### src/design/dac_regs.vh
// Constants for the dual converter output control block
`ifndef DAC_REGS_VH
`define DAC_REGS_VH
`define DAC_DATA_W 12
`define DAC_LATENCY 6
`define DAC_FIFO_DEPTH 8
`define DAC_MSB 11
`define DAC_MID_SCALE 12'h800
`define DAC_BAD_WORD 12'hFFF
`define DAC_FMT_SETTLE 3
`define DAC_CLK_MIN_KHZ 100
`define DAC_CLK_MAX_KHZ 55000
`endif

### src/design/dac_ctrl.v
// Dual 12-bit converter digital output control
`timescale 1ns/1ps
`include "dac_regs.vh"
module dac_ctrl #(
	parameter W = `DAC_DATA_W,
	parameter LAT = `DAC_LATENCY,
	parameter DEPTH = `DAC_FIFO_DEPTH,
	parameter SETTLE = `DAC_FMT_SETTLE
) (
	// Clock and reset
	input wire clk_i,
	input wire rst_n_i,
	// Quantised samples from the converter cores
	input wire [W-1:0] samp_a_i,
	input wire [W-1:0] samp_b_i,
	// Control pins
	input wire chan_a_drive_disable_i,
	input wire chan_b_drive_disable_i,
	input wire powerdown_request_i,
	input wire format_select_i,
	// Output buses, enable low while driven
	output reg [W-1:0] data_a_o,
	output reg [W-1:0] data_a_oe_n_o,
	output reg [W-1:0] data_b_o,
	output reg [W-1:0] data_b_oe_n_o,
	// Status
	output reg valid_a_o,
	output reg valid_b_o,
	output reg powered_down_o,
	output reg fmt_settling_o
);
	reg rst_s1_q, rst_q;
	reg [3:0] pin_s1_q, pin_q;
	reg [W-1:0] pipe_a_q [0:LAT-1];
	reg [W-1:0] pipe_b_q [0:LAT-1];
	reg [LAT-1:0] pv_q;
	reg fmt_last_q;
	reg [3:0] settle_q;
	wire dis_a, dis_b, pd, fmt;
	wire fifo_in_ready, fifo_out_valid;
	wire [2*W-1:0] fifo_out;
	wire [W-1:0] word_a, word_b;
	wire run_w;
	integer i;
	// Power state: one-hot, the pipeline refills after every wake-up
	localparam [2:0] ST_RUN = 3'b001;
	localparam [2:0] ST_DOWN = 3'b010;
	localparam [2:0] ST_FILL = 3'b100;
	localparam [3:0] SETTLE_LD = SETTLE;
	reg [2:0] st_q;
	reg [2:0] st_d;
	always @(posedge clk_i or negedge rst_n_i) begin
		if (!rst_n_i) begin
			rst_s1_q <= 1'b0;
			rst_q <= 1'b0;
		end else begin
			rst_s1_q <= 1'b1;
			rst_q <= rst_s1_q;
		end
	end
	// Pins are asynchronous to the sample clock
	always @(posedge clk_i or negedge rst_q) begin
		if (!rst_q) begin
			pin_s1_q <= 4'hF;
			pin_q <= 4'hF;
		end else begin
			pin_s1_q <= {chan_a_drive_disable_i, chan_b_drive_disable_i,
				powerdown_request_i, format_select_i};
			pin_q <= pin_s1_q;
		end
	end
	assign dis_a = pin_q[3];
	assign dis_b = pin_q[2];
	assign pd = pin_q[1];
	assign fmt = pin_q[0];
	// Pipeline ignores drive-disable entirely
	always @(posedge clk_i) begin
		pipe_a_q[0] <= samp_a_i;
		pipe_b_q[0] <= samp_b_i;
		for (i = 1; i < LAT; i = i + 1) begin
			pipe_a_q[i] <= pipe_a_q[i-1];
			pipe_b_q[i] <= pipe_b_q[i-1];
		end
	end
	always @(posedge clk_i or negedge rst_q) begin
		if (!rst_q) begin
			pv_q <= {LAT{1'b0}};
		end else if (pd) begin
			pv_q <= {LAT{1'b0}};
		end else begin
			pv_q <= {pv_q[LAT-2:0], 1'b1};
		end
	end
	always @* begin
		st_d = st_q;
		case (st_q)
			ST_RUN: begin
				if (pd) begin
					st_d = ST_DOWN;
				end
			end
			ST_DOWN: begin
				if (!pd) begin
					st_d = ST_FILL;
				end
			end
			ST_FILL: begin
				if (pd) begin
					st_d = ST_DOWN;
				end else if (pv_q[LAT-1]) begin
					st_d = ST_RUN;
				end
			end
			default: begin
				st_d = ST_DOWN;
			end
		endcase
	end
	// Reset counts as powered down, so the first words wait for a full refill
	always @(posedge clk_i or negedge rst_q) begin
		if (!rst_q) begin
			st_q <= ST_DOWN;
		end else begin
			st_q <= st_d;
		end
	end
	assign run_w = st_q[0];
	// FIFO sits before the output register; its drain side is tied ready, so it never stalls on power-down
	dac_fifo #(.W(2*W), .DEPTH(DEPTH), .AW(3)) u_fifo (
		.clk_i(clk_i),
		.rst_n_i(rst_q),
		.in_valid_i(pv_q[LAT-1] && !pd),
		.in_ready_o(fifo_in_ready),
		.in_data_i({pipe_a_q[LAT-1], pipe_b_q[LAT-1]}),
		.out_valid_o(fifo_out_valid),
		.out_ready_i(1'b1),
		.out_data_o(fifo_out)
	);
	// Top bit flip turns offset binary into two's complement
	assign word_a = {fifo_out[2*W-1] ^ fmt, fifo_out[2*W-2:W]};
	assign word_b = {fifo_out[W-1] ^ fmt, fifo_out[W-2:0]};
	always @(posedge clk_i or negedge rst_q) begin
		if (!rst_q) begin
			fmt_last_q <= 1'b0;
			settle_q <= 4'h0;
		end else begin
			fmt_last_q <= fmt;
			if (fmt != fmt_last_q) begin
				settle_q <= SETTLE_LD;
			end else if (settle_q != 4'h0) begin
				settle_q <= settle_q - 4'h1;
			end
		end
	end
	// Status flags
	always @(posedge clk_i or negedge rst_q) begin
		if (!rst_q) begin
			powered_down_o <= 1'b1;
			fmt_settling_o <= 1'b0;
		end else begin
			powered_down_o <= pd;
			fmt_settling_o <= (settle_q != 4'h0);
		end
	end
	// Channel A output stage
	always @(posedge clk_i or negedge rst_q) begin
		if (!rst_q) begin
			data_a_o <= `DAC_BAD_WORD;
			data_a_oe_n_o <= {W{1'b1}};
			valid_a_o <= 1'b0;
		end else begin
			data_a_oe_n_o <= {W{dis_a}};
			valid_a_o <= fifo_out_valid && run_w && !pd && !dis_a && fifo_in_ready;
			if (pd || !fifo_out_valid) begin
				data_a_o <= `DAC_BAD_WORD;
			end else begin
				data_a_o <= word_a;
			end
		end
	end
	// Channel B output stage, same timing as A so the pair stays aligned
	always @(posedge clk_i or negedge rst_q) begin
		if (!rst_q) begin
			data_b_o <= `DAC_BAD_WORD;
			data_b_oe_n_o <= {W{1'b1}};
			valid_b_o <= 1'b0;
		end else begin
			data_b_oe_n_o <= {W{dis_b}};
			valid_b_o <= fifo_out_valid && run_w && !pd && !dis_b && fifo_in_ready;
			if (pd || !fifo_out_valid) begin
				data_b_o <= `DAC_BAD_WORD;
			end else begin
				data_b_o <= word_b;
			end
		end
	end
endmodule

### src/design/dac_fifo.v
// Small synchronous FIFO with valid/ready on both sides
`timescale 1ns/1ps
module dac_fifo #(
	parameter W = 24,
	parameter DEPTH = 8,
	parameter AW = 3
) (
	// Clock and reset
	input wire clk_i,
	input wire rst_n_i,
	// Fill side
	input wire in_valid_i,
	output wire in_ready_o,
	input wire [W-1:0] in_data_i,
	// Drain side
	output reg out_valid_o,
	input wire out_ready_i,
	output reg [W-1:0] out_data_o
);
	reg [W-1:0] mem_q [0:DEPTH-1];
	reg [AW-1:0] wr_q;
	reg [AW-1:0] rd_q;
	reg [AW:0] cnt_q;
	wire do_wr;
	wire do_rd;
	wire [AW:0] depth_w;
	assign depth_w = DEPTH;
	// Output register is not counted; DEPTH words fit in memory besides it
	assign in_ready_o = (cnt_q != depth_w);
	assign do_wr = in_valid_i && in_ready_o;
	assign do_rd = (cnt_q != {(AW+1){1'b0}}) && (!out_valid_o || out_ready_i);
	always @(posedge clk_i) begin
		if (do_wr) begin
			mem_q[wr_q] <= in_data_i;
		end
	end
	always @(posedge clk_i or negedge rst_n_i) begin
		if (!rst_n_i) begin
			wr_q <= {AW{1'b0}};
			rd_q <= {AW{1'b0}};
			cnt_q <= {(AW+1){1'b0}};
			out_valid_o <= 1'b0;
			out_data_o <= {W{1'b0}};
		end else begin
			if (do_wr) begin
				wr_q <= (wr_q == DEPTH-1) ? {AW{1'b0}} : wr_q + 1'b1;
			end
			if (do_rd) begin
				rd_q <= (rd_q == DEPTH-1) ? {AW{1'b0}} : rd_q + 1'b1;
				out_data_o <= mem_q[rd_q];
				out_valid_o <= 1'b1;
			end else if (out_ready_i) begin
				out_valid_o <= 1'b0;
			end
			if (do_wr && !do_rd) begin
				cnt_q <= cnt_q + 1'b1;
			end else if (!do_wr && do_rd) begin
				cnt_q <= cnt_q - 1'b1;
			end
		end
	end
endmodule

### config.mk
export PLATFORM = sky130hd
export DESIGN_NAME = dac_ctrl
export DESIGN_NICKNAME = d
export VERILOG_FILES = /design/src/design/dac_ctrl.v /design/src/design/dac_fifo.v
export VERILOG_INCLUDE_DIRS = /design/src /design/src/design
export SDC_FILE = /design/constraint.sdc
export NUM_CORES = 1
export LEC_CHECK = 0
export BUFFER_PORTS_ARGS = -buffer_cell sky130_fd_sc_hd__buf_2
export CORE_ASPECT_RATIO = 1.5
export CORE_MARGIN = 4
export CORE_UTILIZATION = 52
export DETAILED_ROUTE_END_ITERATION = 10
export HOLD_SLACK_MARGIN = 0.12
export PLACE_DENSITY = 0.73
export SLEW_MARGIN = 5
export SYNTH_ARGS = -nofsm -noshare
export SYNTH_HDL_FRONTEND = slang
export SYNTH_HIERARCHICAL = 1
export SYNTH_SLANG_ARGS = --single-unit
### constraint.sdc
create_clock -name clk_i -period 2.6 [get_ports clk_i]
set_input_delay 0.13 -clock clk_i [delete_from_list [all_inputs] [get_ports clk_i]]
set_output_delay 0.13 -clock clk_i [all_outputs]
set_load 0.03 [all_outputs]
======== Word-level counts from Yosys, hierarchy flattened ========
Memory sizes are Yosys's and may differ from the RTL's. A register that Yosys moved wholly into a read port is not among the register bits.
Cells that the tools add are included.
storage, ports and cells
  flip-flop bits (word level) ............. 65
  RAM bits ................................ 336
  bits of input ports ..................... 30
  output and inout port bits .............. 52
  memories kept ........................... 3
memory list
  name          words  width  rd ports  clocked after Yosys merged registers in  wr ports  line           text
  u_fifo.mem_q  8      24     1         1                                        1         dac_fifo.v:20  reg [W-1:0] mem_q [0:DEPTH-1];
  pipe_a_q      6      12     6         0                                        6         dac_ctrl.v:34  reg [W-1:0] pipe_a_q [0:LAT-1];
  pipe_b_q      6      12     6         0                                        6         dac_ctrl.v:35  reg [W-1:0] pipe_b_q [0:LAT-1];
cells by class
  add/sub/neg operators ................... 5
  eq/ne operators ......................... 10
  multiplexer cells ....................... 17
  bitwise logic cells ..................... 2
  reduce and logical (&&, ||, !) cells .... 23
operator list
  operator             number
  $mux 12              2
  $mux 3               6
  $mux 4               4
  $logic_and 1x1->1    10
  $eq 3x3->1 const B   3
  $pmux 3 s3           1
  $reduce_bool 4->1    2
  $sub 4x1->4 const B  2
  $logic_not 1->1      7
  $add 3x1->3 const B  2
  $mux 6               1
  $add 4x1->4 const B  1
  $ne 2x2->1 const B   2
  $ne 4x4->1 const B   1
  $reduce_bool 2->1    2
  $eq 3x1->1 const B   1
  $eq 3x2->1 const B   1
  $mux 1               3
  $ne 3x3->1 const B   1
  $reduce_and 3->1     1
  $xor 1x1->1          2
  $logic_or 1x1->1     1
  $ne 1x1->1           1

======== Logic depth before layout (Yosys ltp) ========
  depth in word-level cells ............... 7
  depth in mapped cells ................... 11
  gate-level depth less buffers ........... 11

======== Hierarchy ========
The synthesis kept the hierarchy.
by module, submodules not included
  module    instances  cells each  area an instance (um^2)
  dac_fifo  1          527         8851.0
  dac_ctrl  1          287         4904.7

======== Least setup slack after synthesis ========
No wires, ideal clock.
  kind .................................... register to register
  start ................................... register u_fifo.cnt_q[0]
  end ..................................... memory u_fifo.mem_q[0][0], enable pin
  arrival ................................. 3.075 ns
  data required time ...................... 2.134 ns
  setup slack ............................. -0.941 ns
  stages on the path, launching flop included .. 5
  path buffers ............................ 0
  period minus slack after synthesis ...... 3.541 ns
  cells stage by stage .................... dfrtp_1 -> nor3_1 -> nand2_1 -> nand2_1 -> nor4_1
between the ends
  longest elaborated chain between the ends .. 4
ends and longest elaborated chain
  item                          line           text
  start: declaration            dac_fifo.v:23  reg [AW:0] cnt_q;
  start signal: assignment      dac_fifo.v:41  cnt_q <= {(AW+1){1'b0}};
  start signal: assignment      dac_fifo.v:56  cnt_q <= cnt_q + 1'b1;
  start signal: assignment      dac_fifo.v:58  cnt_q <= cnt_q - 1'b1;
  $ne 4x4->1                    dac_fifo.v:29  assign in_ready_o = (cnt_q != depth_w);
  net fifo_in_ready             dac_ctrl.v:40  wire fifo_in_ready, fifo_out_valid;
  $logic_and 1x1->1             dac_fifo.v:30  assign do_wr = in_valid_i && in_ready_o;
  $mux 1                        dac_fifo.v:33  if (do_wr) begin
  $mux 1 (not written as such)  dac_fifo.v:34  mem_q[wr_q] <= in_data_i;
  end: declaration              dac_fifo.v:20
The timed path passes the listed nets, and every way through them passes these cells.

======== Worst setup path in the final report ========
  start ................................... register u_fifo.cnt_q[0]
  end ..................................... register u_fifo.cnt_q[3]
between the ends
  longest elaborated chain between the ends .. 5
  elaborated cells between the ends (all ways) .. 12
ends and longest elaborated chain
  item                                line           text
  $ne 4x4->1 *                        dac_fifo.v:29
  net fifo_in_ready                   dac_ctrl.v:40
  $logic_and 1x1->1 *                 dac_fifo.v:30
  net u_fifo.do_wr                    dac_fifo.v:24  wire do_wr;
  $logic_not 1->1                     dac_fifo.v:57  end else if (!do_wr && do_rd) begin
  $logic_and 1x1->1                   dac_fifo.v:57
  $reduce_bool 2->1 (no source line)  --
The timed path passes the listed nets; every way through them passes the cells marked *. The select of a mux whose other input is x is not followed.
A chain may end at the register's enable or synchronous reset.

==> results.py <==
metrics = {
    "status": {
        "outcome": "finished, final reports clean",
    },
    "cells_and_area": {
        "mostFrequentLayoutCell": "edfxtp_1",
        "layout.nets": 976,
        "n_fill_cell": 1868,
        "final_cell_mix": "edfxtp_1, dfxtp_1, mux2i_1",
        "diodes": 0,
        "layout-drive-gt1-share_pct": 23.3,
        "syn_to_final_growth_pct": 17.1,
    },
    "critical_path": {
        "cp.required_ps": 3000,
        "rr_worst_depth": 10,
        "cp-startpoint": "u_fifo/cnt_q[0]$_DFFE_PN0P_",
        "critPathTopFamily": "compound AO/OA/AOI/OAI gates",
        "arrival_ps": 2850,
        "cpMaxStageDelayCell": "dfrtp_1",
        "endpoint": "u_fifo/cnt_q[3]$_DFFE_PN0P_",
        "path_cells": "nor3_2, nand2_1, nand2_1, inv_1, ha_1, inv_2, ha_1, a21o_1, a2111oi_1, o31ai_1",
        "worst_setup_path_end_kind": "flop",
        "critPathKind": "reg -> reg",
        "path_max_fanout": 5,
        "cpPeakStageDelay_ps": 480,
        "cp.buffers_inverters": 2,
        "cp-start-kind": "flop",
        "reg2reg_to": "u_fifo/cnt_q[3]$_DFFE_PN0P_",
        "rr_startpoint": "u_fifo/cnt_q[0]$_DFFE_PN0P_",
        "ff2ff_setup_slack_ps": 160,
        "cp.depth": 10,
    },
    "place": {
        "port-buffer-count": 81,
        "gp_congestion": 0.752,
        "post-place-ws_ps": 31.9,
        "dpl.hpwl_um": 11900,
    },
    "clock_network": {
        "cts_root_buf": "clkbuf_16",
        "cts_setup_buffers": 0,
        "numCtsBuffers": 38,
        "clk_path_buf_depth": 3,
        "cts_tree": "built",
        "clock_latency_ps": 530,
        "numClockSinks": 425,
        "cts_max_level": 2,
        "clk_pin_slew_ps": 60,
    },
    "sta": {
        "worstMarginPinSlew_ps": 556,
        "hold_violations": 0,
        "fin_crit_ps": 2440,
        "finalCritPeriodShare_pct": 94.0,
        "relSlewSlack_pct": 62.8,
        "setup_ws_ps": 156,
        "tns_ps": 0,
        "setup_viol": 0,
        "timing.fmax_mhz": 409,
        "finalClockSkew_ps": 20.8,
        "drv_slew": 0,
    },
    "logic_synthesis": {
        "yosys.area.top_type": "edfxtp_1",
        "yosysTopAreaCellShare_pct": 41.9,
        "ys_types": 38,
        "synthCells": 814,
        "synth_area_leaders": "edfxtp_1, dfxtp_1, dfrtp_1",
        "syn_area_per_cell_um2": 16.9,
        "ys_ff_latch": 425,
        "netlist_area_mm2": 0.0138,
        "yosysWarningCount": 6,
        "yosysSeqAreaShare_pct": 79.4,
    },
    "floorplan": {
        "dieHeight_um": 207,
        "die_x_um": 141,
        "std_cell_rows": 72,
        "core_mm2": 0.0259,
        "start_util_pct": 53.0,
        "ios": 82,
        "die_area_mm2": 0.0292,
    },
    "global_routing": {
        "antenna_found_initial": 0,
        "grt_pass1_wl_um": 33900,
        "grt_max_degree": 59,
        "grt_pass1_vias": 6546,
        "track_usage_pct": 14.6,
        "globalRouteOverflowTotal": 0,
    },
    "routing": {
        "viasPerCell": 4.97,
        "num_vias": 6455,
        "wl_per_cell_um": 16.2,
        "firstDrtPassIters": 4,
        "ant_nets": 0,
        "drc": 0,
        "drt_iter0_drc": 268,
        "wl_um": 21100,
    },
    "pwr": {
        "powerDensity_mw_per_mm2": 1040,
        "leakagePower_nw": 6.33,
        "peakVddDrop_uv": 819,
    },
    "job": {
        "drv_cap": 0,
    },
    "worst_hold_path": {
        "hp-class": "in -> reg",
    },
}
[where the power goes]
| group | internal (W) | leakage (nW) | switching, W | total (W) |
|---|---|---|---|---|
| clock | 0.00333 | 0.647 | 0.00229 | 0.00562 |
| combinational | 0.00130 | 1.72 | 0.00178 | 0.00308 |
| sequential | 0.00764 | 3.96 | 0.000432 | 0.00807 |
[how the worst min path moves through the flow]
| stage | startpoint | end | slack, ps | depth (start not counted) |
|---|---|---|---|---|
| floorplan | rst_n_i | rst_q$_DFF_PN0_ | -170 | 0 |
| global placement | rst_n_i | rst_s1_q$_DFF_PN0_ | -80 | 1 |
| detailed placement | rst_n_i | rst_s1_q$_DFF_PN0_ | -80 | 1 |
| CTS | samp_a_i[4] | pipe_a_q[0][4]$_DFF_P_ | 200 | 2 |
| global route | samp_a_i[4] | pipe_a_q[0][4]$_DFF_P_ | 220 | 2 |
| finish | samp_a_i[4] | pipe_a_q[0][4]$_DFF_P_ | 240 | 2 |
[Yosys cell counts, drive strengths merged]
master	number
edfxtp	192
dfxtp	144
mux2i	100
nand2	57
dfrtp	53
a22oi	48
buf	46
dfstp	36
o21ai	28
nand2b	22
nor3	13
nor2	10
ha	9
nor2b	8
clkbuf	7
inv	6
mux2	6
xnor2	6
or2b	4
a21o	2
a21oi	2
and2b	2
xor2	2
a2111oi	1
and2	1
conb	1
fa	1
nand3	1
nand3b	1
nor3b	1
nor4	1
o211ai	1
o31ai	1
o41ai	1
[state kept, by name, summed over array words and instances, names as in the netlist, 6 cells and up]
name               flops
pipe_b_q              72
u_fifo/out_data_o     24
u_fifo/mem_q         192
pipe_a_q              72
pv_q                   6
data_a_o              12
data_b_o              12
[per-stage QoR]
| step | hold slack [ps] | instance area, um^2 | util, % | total power [W] | cells |
|---|---|---|---|---|---|
| after floorplan | -166 | 13800 | - | 0.0105 | 815 |
| after global placement | -84.1 | 14500 | 55.9 | 0.0112 | 1199 |
| after detailed placement | -79.0 | 14500 | 55.9 | 0.0113 | 1199 |
| after CTS | 204 | 16100 | 62.1 | 0.0170 | 1299 |
| after global routing | 219 | 16100 | 62.1 | 0.0176 | 1299 |
| final | 235 | 16100 | 62.1 | 0.0168 | 1299 |
[logic make-up after synthesis]
kind of cell | count (synthesis) | share of synthesized area, %
DFF | 425 | 79.4
and+or+nand+nor | 121 | 4.40
buffers and inverters | 59 | 2.75
AOI/OAI and AO/OA | 84 | 4.19
xor gates and xnor gates | 8 | 0.509
other | 1 | 0.0273
muxes | 106 | 7.77
adders and majority gates | 10 | 0.964
[worst reg2reg max path, cell delays in order (launching register included)]
cell and delay [ps]:
dfrtp_1 480, nor3_2 220, nand2_1 110, nand2_1 100, inv_1 60, ha_1 250
inv_2 130, ha_1 240, a21o_1 210, a2111oi_1 390, o31ai_1 130
[metal layers]
metal	track usage, %	vias to the layer above	wire (um)
met4	5.55	0	593
met5	0	-	0
met2	25.4	157	10900
li1	-	3139	-
met3	3.07	40	1110
met1	17.9	3119	8480
[area by class of cell]
cell class / instances / area [um^2] / area share, %
tap: 333 / 417 / 2.59
sequential: 425 / 10900 / 67.8
timing repair buffer: 134 / 928 / 5.76
multi-input combinational: 331 / 2510 / 15.6
clock buffer: 53 / 1160 / 7.22
clock inverter: 17 / 140 / 0.870
inverter: 6 / 22.5 / 0.140
[repair_timing]
item	4_1_cts	5_1_grt
hold buffers	30	0
endpoints found under the setup margin	0	1
hold endpoints to repair	30	0
resized for setup	0	4
(Power assumes the default switching activity.)
